--- src/logic/ptp_params.svh ---
`ifndef PTP_PARAMS_SVH
`define PTP_PARAMS_SVH

// register offsets
`define PTP_ADDR_ISO_CTRL     5'h01
`define PTP_ADDR_TMR_HI       5'h04
`define PTP_ADDR_TMR_LO       5'h05
`define PTP_ADDR_TX_PULSE     5'h06
`define PTP_ADDR_NO_REPLY_TIMEOUT_BITS       5'h07
`define PTP_ADDR_IRQ_STAT     5'h0c
`define PTP_NO_REPLY_TIMEOUT_BITS_FLAG_BIT   0
`define PTP_PROTO_LSB         0

// reset values
`define PTP_RST_ISO_CTRL      8'h07
`define PTP_RST_TX_PULSE      8'h00
`define PTP_RST_NO_REPLY_TIMEOUT_BITS        8'h0e
`define PTP_RST_TMR           14'h0000

// step sizes, tenths of ns
`define PTP_PULSE_STEP_NS10   737
`define PTP_TMR_STEP_NS10     5900
`define PTP_NO_REPLY_TIMEOUT_BITS_STEP_NS10  377600
`define PTP_NS10_TO_REF(x)    (((x) + `PTP_PULSE_STEP_NS10 / 2) / `PTP_PULSE_STEP_NS10)
`define PTP_NO_REPLY_TIMEOUT_BITS_STEP_REF   `PTP_NS10_TO_REF(`PTP_NO_REPLY_TIMEOUT_BITS_STEP_NS10)
`define PTP_TMR_STEP_REF      `PTP_NS10_TO_REF(`PTP_TMR_STEP_NS10)

// default pulse lengths, tenths of ns
`define PTP_PULSE_15693_NS10  94400
`define PTP_PULSE_A106_NS10   23600
`define PTP_PULSE_A212_NS10   14000
`define PTP_PULSE_A424_NS10   7370
`define PTP_PULSE_A848_NS10   4420

// default no-response times, hundredths of us
`define PTP_NO_REPLY_TIMEOUT_BITS_STEP_US100 3776
`define PTP_US100_TO_NR(x)    (((x) + `PTP_NO_REPLY_TIMEOUT_BITS_STEP_US100 / 2) / `PTP_NO_REPLY_TIMEOUT_BITS_STEP_US100)
`define PTP_NR_15693LO_US100  181200
`define PTP_NR_15693HI_US100  75500
`define PTP_NR_OTHER_US100    52900

`endif

--- src/logic/ptp_pkg.sv ---
package ptp_pkg;

    typedef enum logic [2:0] {
        PTP_P15693_LO = 3'h0,
        PTP_P15693_HI = 3'h1,
        PTP_A106      = 3'h2,
        PTP_A212      = 3'h3,
        PTP_A424      = 3'h4,
        PTP_A848      = 3'h5,
        PTP_OTHER     = 3'h7
    } ptp_proto_e;

    typedef enum logic [1:0] {
        PTP_NR_IDLE  = 2'b00,
        PTP_NR_WAIT  = 2'b01,
        PTP_NR_FIRED = 2'b11
    } ptp_nr_state_e;

    typedef struct packed {
        logic       wr;
        logic       rd;
        logic [4:0] addr;
        logic [7:0] wdata;
    } ptp_reg_req_s;

endpackage

--- src/logic/ptp_step_timer.sv ---
module ptp_step_timer
    import ptp_pkg::*;
(
    input  wire logic        clk,
    input  wire logic        rst,
    input  wire logic        ce,
    input  wire logic        tick,
    input  wire logic        start,
    input  wire logic        stop,
    input  wire logic [13:0] steps,
    input  wire logic [9:0]  prescale,
    output logic             busy,
    output logic             done
);

    logic [13:0] step_cnt;
    logic [9:0]  pre_cnt;
    logic        last_tick;

    assign last_tick = busy && tick && (pre_cnt == 10'h000) && (step_cnt == 14'h0001);

    // zero steps never starts: timer disabled
    always_ff @(posedge clk or posedge rst)
    begin
        if (rst)
        begin
            busy <= 1'b0;
            done <= 1'b0;
        end
        else if (ce)
        begin
            done <= 1'b0;
            if (stop)
                busy <= 1'b0;
            else if (start && (steps != 14'h0000))
                busy <= 1'b1;
            else if (last_tick)
            begin
                busy <= 1'b0;
                done <= 1'b1;
            end
        end
    end

    always_ff @(posedge clk or posedge rst)
    begin
        if (rst)
        begin
            step_cnt <= 14'h0000;
            pre_cnt  <= 10'h000;
        end
        else if (ce)
        begin
            if (start && !stop)
            begin
                step_cnt <= steps;
                pre_cnt  <= prescale - 10'h001;
            end
            else if (busy && tick)
            begin
                if (pre_cnt == 10'h000)
                begin
                    pre_cnt  <= prescale - 10'h001;
                    step_cnt <= step_cnt - 14'h0001;
                end
                else
                    pre_cnt <= pre_cnt - 10'h001;
            end
        end
    end

endmodule

--- src/logic/ptp_timing_regs.sv ---
`include "ptp_params.svh"

// Summary of operation
// - pulse register cleared on reset, disable, protocol
// - zero pulse register uses protocol default
// - nonzero pulse register gives value times 73.7ns
// - protocol defaults, 848 kbps ignores override
// - no-response register preset to 0x0e
// - no-response timeout only for 15693
// - timeout raises irq and sets flag
// - no-response value counts 37.76us steps
// - timer starts at slot, stops on response
// - no-response preset per protocol
// - timer length preset to zero
// - timer length counts 590ns, zero disables
module ptp_timing_regs
    import ptp_pkg::*;
(
    input  wire logic         core_clk,
    input  wire logic         rst,
    input  wire logic         ce,
    input  wire logic         chip_en,
    input  wire logic         ref_clk_in,
    input  wire ptp_reg_req_s reg_req,
    input  wire logic         mod_req,
    input  wire logic         slot_start,
    input  wire logic         rx_start,
    input  wire logic         timer_start,
    output logic [7:0]        reg_rdata,
    output logic              mod_pulse,
    output logic              irq,
    output logic              timer_done
);

    logic [1:0]    pin_s1;
    logic [1:0]    pin_s2;
    logic [1:0]    pin_s3;
    logic [1:0]    pin_lvl;
    logic          en_ok;
    logic          ref_tick;
    logic [7:0]    iso_ctrl;
    logic [7:0]    tx_pulse;
    logic [7:0]    no_reply_timeout_bits;
    logic [13:0]   tmr_len;
    logic          no_reply_timeout_bits_flag;
    ptp_nr_state_e nr_state;
    ptp_nr_state_e next_nr_state;
    ptp_proto_e    proto;
    logic [7:0]    proto_pulse;
    logic [7:0]    proto_no_reply_timeout_bits;
    logic [7:0]    pulse_len;
    logic          iso_wr;
    logic          nr_arm;
    logic          pulse_busy;
    logic          nr_done;
    logic          tmr_done_w;

    // pin synchronisers, change taken when stages 2 and 3 agree
    genvar gi;
    generate
        for (gi = 0; gi < 2; gi++)
        begin : g_sync
            always_ff @(posedge core_clk or posedge rst)
            begin
                if (rst)
                begin
                    pin_s1[gi]  <= 1'b0;
                    pin_s2[gi]  <= 1'b0;
                    pin_s3[gi]  <= 1'b0;
                    pin_lvl[gi] <= 1'b0;
                end
                else if (ce)
                begin
                    pin_s1[gi] <= (gi == 0) ? chip_en : ref_clk_in;
                    pin_s2[gi] <= pin_s1[gi];
                    pin_s3[gi] <= pin_s2[gi];
                    if (pin_s2[gi] == pin_s3[gi])
                        pin_lvl[gi] <= pin_s3[gi];
                end
            end
        end
    endgenerate

    assign en_ok = pin_lvl[0];
    assign ref_tick = (pin_s2[1] == pin_s3[1]) && pin_s3[1] && !pin_lvl[1];

    assign iso_wr = reg_req.wr && (reg_req.addr == `PTP_ADDR_ISO_CTRL);
    assign proto  = ptp_proto_e'(iso_ctrl[`PTP_PROTO_LSB +: 3]);

    always_comb
    begin
        case (proto)
            PTP_P15693_LO,
            PTP_P15693_HI: proto_pulse = 8'(`PTP_NS10_TO_REF(`PTP_PULSE_15693_NS10));
            PTP_A106:      proto_pulse = 8'(`PTP_NS10_TO_REF(`PTP_PULSE_A106_NS10));
            PTP_A212:      proto_pulse = 8'(`PTP_NS10_TO_REF(`PTP_PULSE_A212_NS10));
            PTP_A424:      proto_pulse = 8'(`PTP_NS10_TO_REF(`PTP_PULSE_A424_NS10));
            PTP_A848:      proto_pulse = 8'(`PTP_NS10_TO_REF(`PTP_PULSE_A848_NS10));
            default:       proto_pulse = 8'h00;
        endcase
    end

    // no-response preset for the protocol being written
    always_comb
    begin
        case (ptp_proto_e'(reg_req.wdata[`PTP_PROTO_LSB +: 3]))
            PTP_P15693_LO: proto_no_reply_timeout_bits = 8'(`PTP_US100_TO_NR(`PTP_NR_15693LO_US100));
            PTP_P15693_HI: proto_no_reply_timeout_bits = 8'(`PTP_US100_TO_NR(`PTP_NR_15693HI_US100));
            default:       proto_no_reply_timeout_bits = 8'(`PTP_US100_TO_NR(`PTP_NR_OTHER_US100));
        endcase
    end

    assign pulse_len = ((tx_pulse != 8'h00) && (proto != PTP_A848)) ? tx_pulse : proto_pulse;

    always_ff @(posedge core_clk or posedge rst)
    begin
        if (rst)
            iso_ctrl <= `PTP_RST_ISO_CTRL;
        else if (ce)
        begin
            if (!en_ok)
                iso_ctrl <= `PTP_RST_ISO_CTRL;
            else if (iso_wr)
                iso_ctrl <= reg_req.wdata;
        end
    end

    always_ff @(posedge core_clk or posedge rst)
    begin
        if (rst)
            tx_pulse <= `PTP_RST_TX_PULSE;
        else if (ce)
        begin
            if (!en_ok || iso_wr)
                tx_pulse <= `PTP_RST_TX_PULSE;
            else if (reg_req.wr && (reg_req.addr == `PTP_ADDR_TX_PULSE))
                tx_pulse <= reg_req.wdata;
        end
    end

    always_ff @(posedge core_clk or posedge rst)
    begin
        if (rst)
            no_reply_timeout_bits <= `PTP_RST_NO_REPLY_TIMEOUT_BITS;
        else if (ce)
        begin
            if (!en_ok)
                no_reply_timeout_bits <= `PTP_RST_NO_REPLY_TIMEOUT_BITS;
            else if (iso_wr)
                no_reply_timeout_bits <= proto_no_reply_timeout_bits;
            else if (reg_req.wr && (reg_req.addr == `PTP_ADDR_NO_REPLY_TIMEOUT_BITS))
                no_reply_timeout_bits <= reg_req.wdata;
        end
    end

    always_ff @(posedge core_clk or posedge rst)
    begin
        if (rst)
            tmr_len <= `PTP_RST_TMR;
        else if (ce)
        begin
            if (!en_ok || iso_wr)
                tmr_len <= `PTP_RST_TMR;
            else if (reg_req.wr && (reg_req.addr == `PTP_ADDR_TMR_HI))
                tmr_len[13:8] <= reg_req.wdata[5:0];
            else if (reg_req.wr && (reg_req.addr == `PTP_ADDR_TMR_LO))
                tmr_len[7:0] <= reg_req.wdata;
        end
    end

    assign nr_arm = (nr_state == PTP_NR_IDLE) && slot_start && (no_reply_timeout_bits != 8'h00)
                    && ((proto == PTP_P15693_LO) || (proto == PTP_P15693_HI));

    always_comb
    begin
        case (nr_state)
            PTP_NR_IDLE:  next_nr_state = nr_arm ? PTP_NR_WAIT : PTP_NR_IDLE;
            PTP_NR_WAIT:
            begin
                if (rx_start || !en_ok || iso_wr)
                    next_nr_state = PTP_NR_IDLE;
                else if (nr_done)
                    next_nr_state = PTP_NR_FIRED;
                else
                    next_nr_state = PTP_NR_WAIT;
            end
            PTP_NR_FIRED: next_nr_state = PTP_NR_IDLE;
            default:      next_nr_state = PTP_NR_IDLE;
        endcase
    end

    always_ff @(posedge core_clk or posedge rst)
    begin
        if (rst)
            nr_state <= PTP_NR_IDLE;
        else if (ce)
            nr_state <= next_nr_state;
    end

    always_ff @(posedge core_clk or posedge rst)
    begin
        if (rst)
            no_reply_timeout_bits_flag <= 1'b0;
        else if (ce)
        begin
            if (nr_state == PTP_NR_FIRED)
                no_reply_timeout_bits_flag <= 1'b1;
            else if (!en_ok || (reg_req.rd && (reg_req.addr == `PTP_ADDR_IRQ_STAT)))
                no_reply_timeout_bits_flag <= 1'b0;
        end
    end

    always_ff @(posedge core_clk or posedge rst)
    begin
        if (rst)
            reg_rdata <= 8'h00;
        else if (ce && reg_req.rd)
        begin
            case (reg_req.addr)
                `PTP_ADDR_ISO_CTRL:  reg_rdata <= iso_ctrl;
                `PTP_ADDR_TMR_HI:    reg_rdata <= {2'h0, tmr_len[13:8]};
                `PTP_ADDR_TMR_LO:    reg_rdata <= tmr_len[7:0];
                `PTP_ADDR_TX_PULSE:  reg_rdata <= tx_pulse;
                `PTP_ADDR_NO_REPLY_TIMEOUT_BITS:    reg_rdata <= no_reply_timeout_bits;
                `PTP_ADDR_IRQ_STAT:  reg_rdata <= 8'(no_reply_timeout_bits_flag) << `PTP_NO_REPLY_TIMEOUT_BITS_FLAG_BIT;
                default:             reg_rdata <= 8'h00;
            endcase
        end
    end

    always_ff @(posedge core_clk or posedge rst)
    begin
        if (rst)
        begin
            mod_pulse  <= 1'b0;
            irq        <= 1'b0;
            timer_done <= 1'b0;
        end
        else if (ce)
        begin
            mod_pulse  <= pulse_busy;
            irq        <= no_reply_timeout_bits_flag || (nr_state == PTP_NR_FIRED);
            timer_done <= tmr_done_w;
        end
    end

    ptp_step_timer u_pulse (
        .clk      (core_clk),
        .rst      (rst),
        .ce       (ce),
        .tick     (ref_tick),
        .start    (mod_req && !pulse_busy),
        .stop     (!en_ok),
        .steps    ({6'h00, pulse_len}),
        .prescale (10'h001),
        .busy     (pulse_busy),
        .done     ()
    );

    ptp_step_timer u_no_reply_timeout_bits (
        .clk      (core_clk),
        .rst      (rst),
        .ce       (ce),
        .tick     (ref_tick),
        .start    (nr_arm),
        .stop     (next_nr_state == PTP_NR_IDLE),
        .steps    ({6'h00, no_reply_timeout_bits}),
        .prescale (10'(`PTP_NO_REPLY_TIMEOUT_BITS_STEP_REF)),
        .busy     (),
        .done     (nr_done)
    );

    ptp_step_timer u_tmr (
        .clk      (core_clk),
        .rst      (rst),
        .ce       (ce),
        .tick     (ref_tick),
        .start    (timer_start),
        .stop     (!en_ok),
        .steps    (tmr_len),
        .prescale (10'(`PTP_TMR_STEP_REF)),
        .busy     (),
        .done     (tmr_done_w)
    );
endmodule

--- config.mk ---
export PLATFORM = sky130hd
export DESIGN_NAME = ptp_timing_regs
export DESIGN_NICKNAME = d
export VERILOG_FILES = /design/src/logic/ptp_pkg.sv /design/src/logic/ptp_step_timer.sv /design/src/logic/ptp_timing_regs.sv
export VERILOG_INCLUDE_DIRS = /design/src /design/src/logic
export SDC_FILE = /design/constraint.sdc
export NUM_CORES = 1
export LEC_CHECK = 0
export BUFFER_PORTS_ARGS = -buffer_cell sky130_fd_sc_hd__buf_4
export CAP_MARGIN = 15
export CORE_ASPECT_RATIO = 0.7
export CORE_MARGIN = 2
export CORE_UTILIZATION = 56
export CTS_CLUSTER_DIAMETER = 80
export DETAILED_ROUTE_END_ITERATION = 8
export PLACE_DENSITY = 0.78
export SLEW_MARGIN = 0
export SYNTH_ARGS = -nofsm -noshare
export SYNTH_HDL_FRONTEND = slang
export SYNTH_SLANG_ARGS = --single-unit
export TNS_END_PERCENT = 5
--- constraint.sdc ---
create_clock -name core_clk -period 4.4 [get_ports core_clk]
set_input_delay 0.44 -clock core_clk [delete_from_list [all_inputs] [get_ports core_clk]]
set_output_delay 0.44 -clock core_clk [all_outputs]
set_load 0.01 [all_outputs]
Word level (Yosys, flattened, before mapping):

Index checks and enable logic that the tools add are counted.

* logic and storage cells: 195
* output and inout bits: 11
* register bits: 137
* input port bits: 24

* reductions and logical operators: 80
* equality and inequality tests: 25
* $add $sub $neg: 6
* multiplexer cells: 54

Operators with widths (count)
* 2-to-1 mux 14 bit: 10
* 2-to-1 mux 10 bit: 9
* 2-to-1 mux 8 bit: 10
* one-hot mux 8 bit (6 select lines): 1
* == test 14 x 1 -> 1 bit, second input constant: 3
* nonzero test 14 bit: 3
* subtractor 14 x 1 -> 14 bit, second input constant: 3
* one-hot mux 8 bit (5 select lines): 1
* zero test 10 bit: 3
* subtractor 10 x 1 -> 10 bit, second input constant: 3
* logical AND 1 bit: 29
* AND reduction 2 bit: 13
* == test 5 x 3 -> 1 bit, second input constant: 4
* nonzero test 2 bit: 10
* 2-to-1 mux 1 bit: 18
* nonzero test 8 bit: 2
* one-hot mux 6 bit (2 select lines): 1
* AND reduction 3 bit: 4
* != test 3 x 1 -> 1 bit, second input constant: 3
* == test 3 x 1 -> 1 bit, second input constant: 2
* == test 3 x 2 -> 1 bit, second input constant: 2
* == test 3 bit, second input constant: 2
* zero test 3 bit: 2
* logical OR 1 bit: 6
* other kinds (15): 21

Longest topological paths before layout:

Gate-level depths: netlist of the first run.

* word-level depth: 11
* depth in mapped cells: 9
* gate-level depth less buffers: 7

Cells and area by module:

From an unflattened synthesis of the first run, not the netlist that was laid out.

* cell total of the unflattened synthesis: 982
* area total of the unflattened synthesis: 8898.5 um2

Modules (own cells, without submodules)
* ptp_step_timer: seq. area each 650.6 um2, instances 3, area an instance 1915.6 um2, cells each 226
* ptp_timing_regs: seq. area each 1508.9 um2, instances 1, area an instance 3151.8 um2, cells each 304

Worst setup path after synthesis of the first run:

No wires, ideal clock.

* path type: register to register
* start: reg u_no_reply_timeout_bits.pre_cnt[0]
* end: reg u_no_reply_timeout_bits.step_cnt[11]
* slack: 2.296 ns
* data arrival time: 2.027 ns
* clock period less this slack: 2.104 ns
* buffers on the path: 0
* data required time: 4.324 ns
* cell stages (with the launch flop): 8
* library setup time: 0.076 ns
* path through: dfrtp_1 -> inv_1 -> ha_1 -> or4b_1 -> nor3_4 -> o22ai_2 -> or4_1 -> o21ai_1

* longest elaborated chain between the ends: 3

Ends and longest elaborated chain
* start: declaration: line ptp_step_timer.sv:17 `logic [9:0] pre_cnt;`
* start signal: assignment: line ptp_step_timer.sv:57 `pre_cnt <= prescale - 10'h001;`
* start signal: assignment: line ptp_step_timer.sv:63 `pre_cnt <= prescale - 10'h001;`
* start signal: assignment: line ptp_step_timer.sv:67 `pre_cnt <= pre_cnt - 10'h001;`
* zero test 10 bit: line ptp_step_timer.sv:61 `if (pre_cnt == 10'h000)`
* nonzero test 2 bit (no source line)
* AND reduction 3 bit (no source line)
* end signal: assignment: line ptp_step_timer.sv:56 `step_cnt <= steps;`
* end signal: assignment: line ptp_step_timer.sv:64 `step_cnt <= step_cnt - 14'h0001;`
* end: declaration: line ptp_step_timer.sv:16 `logic [13:0] step_cnt;`

No other way between the ends.
A chain may end at the register's enable or synchronous reset.

Worst setup path after layout of the first run:

* start: reg pin_lvl[0] (netlist: en_ok)
* end: reg u_pulse.step_cnt[8]

* longest elaborated chain between the ends: 3
* elaborated cells between the ends (all ways): 5
* those cells by class: mux (1); reduce/logical (4)

Ends and longest elaborated chain
* start: declaration: line ptp_timing_regs.sv:38 `logic [1:0] pin_lvl;`
* start signal: indexed assignment: line ptp_timing_regs.sv:78 `pin_lvl[gi] <= pin_s3[gi];`
* logical AND 1 bit (*): line ptp_step_timer.sv:54 `if (start && !stop)`
* nonzero test 2 bit (no source line)
* AND reduction 3 bit (no source line)
* end signal: assignment: line ptp_step_timer.sv:56
* end signal: assignment: line ptp_step_timer.sv:64
* end: declaration: line ptp_step_timer.sv:16

Every way passes the cells marked *; elsewhere a longest branch is shown, timed or not.

==> results of run 1 <==
-- state kept, by name (all words and copies together) (netlist names), 2 cells and up --
register / cells
u_no_reply_timeout_bits.step_cnt: 14
pin_s1: 2
u_pulse.step_cnt: 14
u_pulse.pre_cnt: 10
tx_pulse: 8
reg_rdata: 8
u_no_reply_timeout_bits.pre_cnt: 10
u_tmr.step_cnt: 14
nr_state: 2
no_reply_timeout_bits: 8
u_tmr.pre_cnt: 10
pin_s3: 2
iso_ctrl: 8
tmr_len: 14
pin_s2: 2
-- where the power goes --
part	internal, mW	switching (mW)
logic	0.529	0.740
registers	1.57	0.404
clock network	1.01	0.551
total	3.11	1.69
-- metrics by stage --
step | utilization (%) | hold slack [ns]
2_1_floorplan | - | 0.4380
3_3_place_gp | 59.74 | 0.4645
3_5_place_dp | 59.74 | 0.4674
4_1_cts | 64.62 | 0.2450
5_1_grt | 64.92 | 0.06316
6_report | 64.92 | 0.03755
-- final cells by class --
class                      instances  area share, %
sequential                       137          40.42
timing repair buffer              42          3.915
multi-input combinational        614          44.54
clock buffer                      20          5.137
clock inverter                    12          2.370
tap                              166          2.443
inverter                          26          1.178
-- routing by layer --
layer	share of wire, %	vias to the layer above	track usage [%]
li1	-	3077	-
met1	45	3241	43.02
met2	45	375	43.63
met3	9.5	28	6.983
met4	1.0	0	7.462
met5	0	-	0
-- synthesized netlist by cell type, types with 13 or more instances --
cell and n:
a31oi_1 13, a21oi_1 58, clkbuf_1 33, nor4_1 24, dfrtp_1 131, or4_1 17, o21ai_0 79, nor2_1 70
nand3_1 15, inv_1 26, nor3_1 25, nand2_1 90
-- critical path, delay by kind of cell (launching register included) --
| family | cells | cell delay (ns) |
|---|---|---|
| and+or+nand+nor | 1 | 0.26 |
| AOI/OAI and AO/OA | 4 | 1.80 |
| DFF | 1 | 0.79 |
| buffers and inverters | 1 | 0.24 |
-- placed cells by master, fill, tap and decap left out, types with 7 or more instances in the layout --
cell type	instances
dfrtp_1	131
nand2_1	90
o21ai_0	79
nor2_1	70
a21oi_1	58
buf_4	40
inv_1	25
nor3_1	25
nor4_1	24
or4_1	17
clkbuf_16	17
nand3_1	15
a31oi_1	13
mux2_2	12
or3_1	12
a22o_1	11
xor2_1	11
ha_1	11
nand2b_1	10
o31ai_1	9
o22ai_1	9
a22oi_1	8
xnor2_1	7
nand4_1	7
a211oi_1	7
mux2i_1	7
-- worst max path at each step --
stage	startpoint	to	slack, ns	cells after the start
global route	en_ok	u_pulse.step_cnt[8]	0.95	6
global placement	en_ok	u_pulse.step_cnt[13]	1.48	6
detailed placement	en_ok	u_pulse.step_cnt[8]	1.29	6
finish	en_ok	u_pulse.step_cnt[8]	1.20	6
CTS	en_ok	u_pulse.step_cnt[8]	1.28	6
floorplan	rst	en_ok	0.30	1
-- cell families after synthesis --
logic type      after synthesis  share of synthesized area, %
compound gates              245                         20.38
fa+ha+maj                    11                         1.842
xor+xnor                     18                         2.110
buf+inv                      65                         3.349
simple gates                316                         22.09
flops                       137                         45.98
mux                          24                         4.253
==> flow_metrics.tcl, run 1 <==
set metrics [dict create \
    viasPerCell 6.609 \
    yosys.area.top_type "dfrtp_1" \
    critical_path_required_ns 4.70 \
    cts-root-buf "clkbuf_16" \
    start_util_pct 57.07 \
    dp_hpwl_um 13810 \
    hold_violations 0 \
    postRouteAntennaNets 0 \
    track_usage_pct 29.17 \
    cts_made_buffers 17 \
    r2r_cells 6 \
    synth_warnings 0 \
    crit_type "flip-flop to flip-flop" \
    nets 873 \
    cts_resized 0 \
    pre_cts_ws_ns 1.292 \
    syn2layout_area_growth_pct 13.76 \
    synth.top_cell.area_share_pct 43.87 \
    timing.rr.start "en_ok" \
    rsz0062_at_grt "false" \
    slowest_delay_ns 0.88 \
    wl_per_cell_um 19.78 \
    cts_tree "yes" \
    grt_pass1_vias 6253 \
    multiInputGateArea_sq_mm 0.003786 \
    power_mw 4.801 \
    cp_slowest_cell "a21oi_1" \
    dpl.cell_count 982 \
    cts.sinks 137 \
    r2r_slack_ns 1.20 \
    cp-end-kind "flip-flop" \
    drive_above_1_share_pct 13.40 \
    grt_overflow_total 0 \
    antenna_cells 0 \
    die_w_um 142.1 \
    synth_seq_cells 137 \
    dr.pass1.iters 5 \
    fin_ws_ns 1.195 \
    drt_iter0_drc 674 \
    syn_inst 816 \
    seq_area_frac_synth_pct 45.98 \
    n_fill_cell 1014 \
    wl_um 20120 \
    leakagePower_nw 3.671 \
    async_reset_ff_share_pct 100.0 \
    grt_max_degree 85 \
    fmax_mhz 312.1 \
    die_h_um 100.6 \
    synth_edf_count 0 \
    routabilityCongestion 0.8933 \
    final_cells 1017 \
    yosysUniqueCellTypes 67 \
    synth_area_sq_mm 0.007472 \
    start_kind "flip-flop" \
    syn_nets 851 \
    die-area_sq_mm 0.01430 \
    io_pins 35 \
    port_buffers 34 \
    worst_ir_drop_vdd_mv 0.3359 \
    final_cell_area_sq_mm 0.008501 \
    grt_pass1_wl_um 32710 \
    setup_tns_ns 0 \
    tightest_slew_ns 1.071 \
    path_clk_slew_ns 0.06 \
    worstPathMaxFanout 20 \
    slew_headroom_pct 28.46 \
    core-area_sq_mm 0.01309 \
    clockBufferDepth 2 \
    drcViolationCount 0 \
    layout.area.seq_sq_mm 0.003436 \
    postCtsHoldBufs 0 \
    post_cts_buffers 0 \
    synthFlopType "dfrtp_1" \
    vias 6721 \
    critPathArrivalTime_ns 3.50 \
    r2r-end "u_pulse.step_cnt[8]" \
    drv_cap 0 \
    setup_viol 0 \
    power_density_mw_per_mm2 564.8 \
    placed_cell_area_sq_mm 0.007823 \
    cts_max_level 4 \
    period_minus_slack_ns 3.205 \
    path_cells "and3b_1 -> buf_4 -> o21ai_1 -> a21oi_1 -> o21ai_0 -> a32o_1" \
    finClkSkew_ns 0.01144 \
    clkLatencyLatePin_ns 0.42 \
    hp-class "primary input to asynchronous set/reset pin" \
    synth_area_leaders "dfrtp_1 44%, o21ai_0 5.3%, nand2_1 4.5%" \
    fin_crit_sh_pct 72.83 \
    antenna_found_initial 0 \
    final_max_slew_viol_count 0 \
    num_rows 35 \
    status "finished, final reports clean" \
    syn_area_per_cell_sq_um 9.157 \
]
No activity file was read; power rests on OpenSTA's default activity.
==> run 2: changes to the inputs <==
--- a/config.mk
+++ b/config.mk
@@ -6,6 +6,7 @@
 export SDC_FILE = /design/constraint.sdc
 export NUM_CORES = 1
 export LEC_CHECK = 0
+export ABC_AREA = 1
 export BUFFER_PORTS_ARGS = -buffer_cell sky130_fd_sc_hd__buf_4
 export CAP_MARGIN = 15
 export CORE_ASPECT_RATIO = 0.7
==> constraint.sdc (replaced) <==
create_clock -name core_clk -period 2.6 [get_ports core_clk]
set_input_delay 0.26 -clock core_clk [delete_from_list [all_inputs] [get_ports core_clk]]
set_output_delay 0.26 -clock core_clk [all_outputs]
set_load 0.01 [all_outputs]
==> run 2 against run 1 <==
Effect of this change: non-clock buffer count decreased by 1; worst setup slack got worse by 0.79 ns; total power up 59%; global-route usage fell by 1.2 points; core utilization grew 0.77 points; hold slack got worse by 0.0039 ns; design area increased by 1.9%; sequential power increased by 51%; clock skew is 0.0029 ns higher; routed wire length decreased by 6.4%; critical endpoint is now u_tmr.step_cnt[11].
==> flow_metrics.tcl, run 2 <==
set metrics [dict create \
    final_cells 1227 \
    syn_inst 993 \
    worst_ir_drop_vdd_mv 0.5286 \
    seq_area_frac_synth_pct 45.30 \
    io_pins 35 \
    status "finished, final reports clean" \
    synth.top_cell.area_share_pct 43.22 \
    critical_path_required_ns 2.90 \
    dp_hpwl_um 13340 \
    period_minus_slack_ns 2.190 \
    fmax_mhz 456.7 \
    die_w_um 143.1 \
    synth_area_leaders "dfrtp_1 43%, nand2_1 10%, o21ai_0 9.2%" \
    vias 6862 \
    grt_pass1_wl_um 31890 \
    antenna_found_initial 0 \
    worstPathMaxFanout 27 \
    setup_tns_ns 0 \
    slew_headroom_pct 51.41 \
    core-area_sq_mm 0.01318 \
    wl_um 18840 \
    grt_pass1_vias 6491 \
    yosysMostFrequentCell "nand2_1" \
    syn_nets 1028 \
    cp-end-kind "flip-flop" \
    grt_overflow_total 0 \
    syn_area_per_cell_sq_um 7.638 \
    leakagePower_nw 4.226 \
    synth_area_sq_mm 0.007585 \
    num_rows 35 \
    hp-class "primary input to asynchronous set/reset pin" \
    die-area_sq_mm 0.01451 \
    synth_commonest_cells "205 x nand2_1, 142 x inv_1, 140 x o21ai_0" \
    syn2layout_area_growth_pct 14.17 \
    start_kind "flip-flop" \
    dpl.cell_count 1195 \
    tightest_slew_ns 0.7289 \
    dr.pass1.iters 6 \
    cts_resized 0 \
    rsz0062_at_grt "false" \
    cts_max_level 4 \
    critPathArrivalTime_ns 2.49 \
    clkLatencyLatePin_ns 0.42 \
    hold_violations 0 \
    nets 1064 \
    setup_viol 0 \
    start_util_pct 57.54 \
    power_mw 7.654 \
    synthFlopType "dfrtp_1" \
    path_clk_slew_ns 0.06 \
    cts-root-buf "clkbuf_16" \
    finClkSkew_ns 0.01431 \
    cts_made_buffers 17 \
    fin_crit_sh_pct 84.22 \
    clkPwrFrac_pct 35.1 \
    cts_tree "yes" \
    wl_per_cell_um 15.36 \
    yosys.area.top_type "dfrtp_1" \
    post_cts_buffers 0 \
    power_frac_comb_pct 25.8 \
    layout.area.seq_sq_mm 0.003436 \
    p_switching_mw 2.622 \
    synth_edf_count 0 \
    cts.sinks 137 \
    power_density_mw_per_mm2 883.9 \
    antenna_cells 0 \
    final_cell_mix "205 x nand2_1, 141 x inv_1, 140 x o21ai_0" \
    n_fill_cell 1115 \
    p_int_mw 5.033 \
    final_cell_area_sq_mm 0.008660 \
    postRouteAntennaNets 0 \
    yosysUniqueCellTypes 43 \
    synth_seq_cells 137 \
    synth_warnings 0 \
    drt_iter0_drc 720 \
    drive_above_1_share_pct 9.981 \
    viasPerCell 5.593 \
    drv_cap 0 \
    final_common_cell "nand2_1" \
    grt_max_degree 138 \
    placed_cell_area_sq_mm 0.008004 \
    port_buffers 34 \
    clockBufferDepth 2 \
    swShare_pct 34.25 \
    crit_type "flip-flop to flip-flop" \
    timing.rr.start "pin_s3[1]" \
    postCtsHoldBufs 0 \
    drcViolationCount 0 \
    final_max_slew_viol_count 0 \
    async_reset_ff_share_pct 100.0 \
    routabilityCongestion 0.9572 \
    die_h_um 101.4 \
    track_usage_pct 28.00 \
    p_seq_share_pct 39.1 \
    multiInputGateArea_sq_mm 0.003453 \
    startpoint "pin_s3[1]" \
]
==> run 2: power groups by stage <==
| stage | Clock [mW] | Sequential, mW | Combinational (mW) |
|---|---|---|---|
| after detailed placement | 0 | 3.01 | 1.93 |
| after CTS | 2.70 | 2.98 | 1.95 |
| after global placement | 0 | 3.00 | 1.88 |
| after floorplan | 0 | 2.92 | 1.47 |
| final | 2.69 | 2.99 | 1.97 |
| after global routing | 2.81 | 3.06 | 2.28 |
==> run 2: cell type report <==
cell class | instances | share of cell area (%)
multi-input combinational | 683 | 39.88
tap | 185 | 2.673
clock inverter | 11 | 2.254
timing repair buffer | 41 | 3.699
clock buffer | 21 | 5.317
inverter | 149 | 6.502
sequential | 137 | 39.68
==> run 2: worst paths after layout <==
path / slack [ns] / cells after the start / end
setup / recovery: 0.41 / 10 / u_tmr.step_cnt[11]
hold / removal: 0.03 / 3 / reg_rdata[1]
setup reg to reg: 0.41 / 10 / u_tmr.step_cnt[11]
hold reg to reg: 0.47 / 2 / pin_s1[1]
max in group asynchronous: 2.01 / 3 / u_pulse.step_cnt[3]
min in group core_clk: 0.06 / 3 / pin_s1[1]
==> run 2: worst max-delay path, stage by stage (launching register included) <==
cell	delay, ns
dfrtp_1	0.37
ha_1	0.22
nand3_1	0.14
nand2_1	0.10
nand2_2	0.11
inv_1	0.19
nand2_2	0.15
inv_2	0.36
nand2_1	0.17
o21ai_0	0.20
nand2_1	0.07
==> run 2: layer usage <==
layer	track usage [%]	part of all wire, %	wire, um
met5	0	0	0
met4	6.626	1.0	197
met3	6.572	8.3	1561
met2	41.19	42	7995
met1	42.14	48	9086
==> run 2: kinds of logic (layout without fill, tap and decap cells) <==
family | count (synthesis) | after routing | share of synthesized area, %
xor+xnor | 28 | 28 | 3.233
fa+ha+maj | 11 | 11 | 1.815
flops | 137 | 137 | 45.30
simple gates | 433 | 433 | 24.98
buf+inv | 173 | 222 | 9.172
compound gates | 211 | 211 | 15.51
==> run 2: through the flow <==
step                      hold WS [ns]  setup slack (ns)  util (%)
after global routing           0.08070            0.1778     65.70
after floorplan                 0.3766            0.6378         -
after global placement          0.4592            0.5559     60.72
final                          0.03363            0.4103     65.70
after detailed placement        0.4593            0.4606     60.72
after CTS                      0.05392            0.4302     65.70
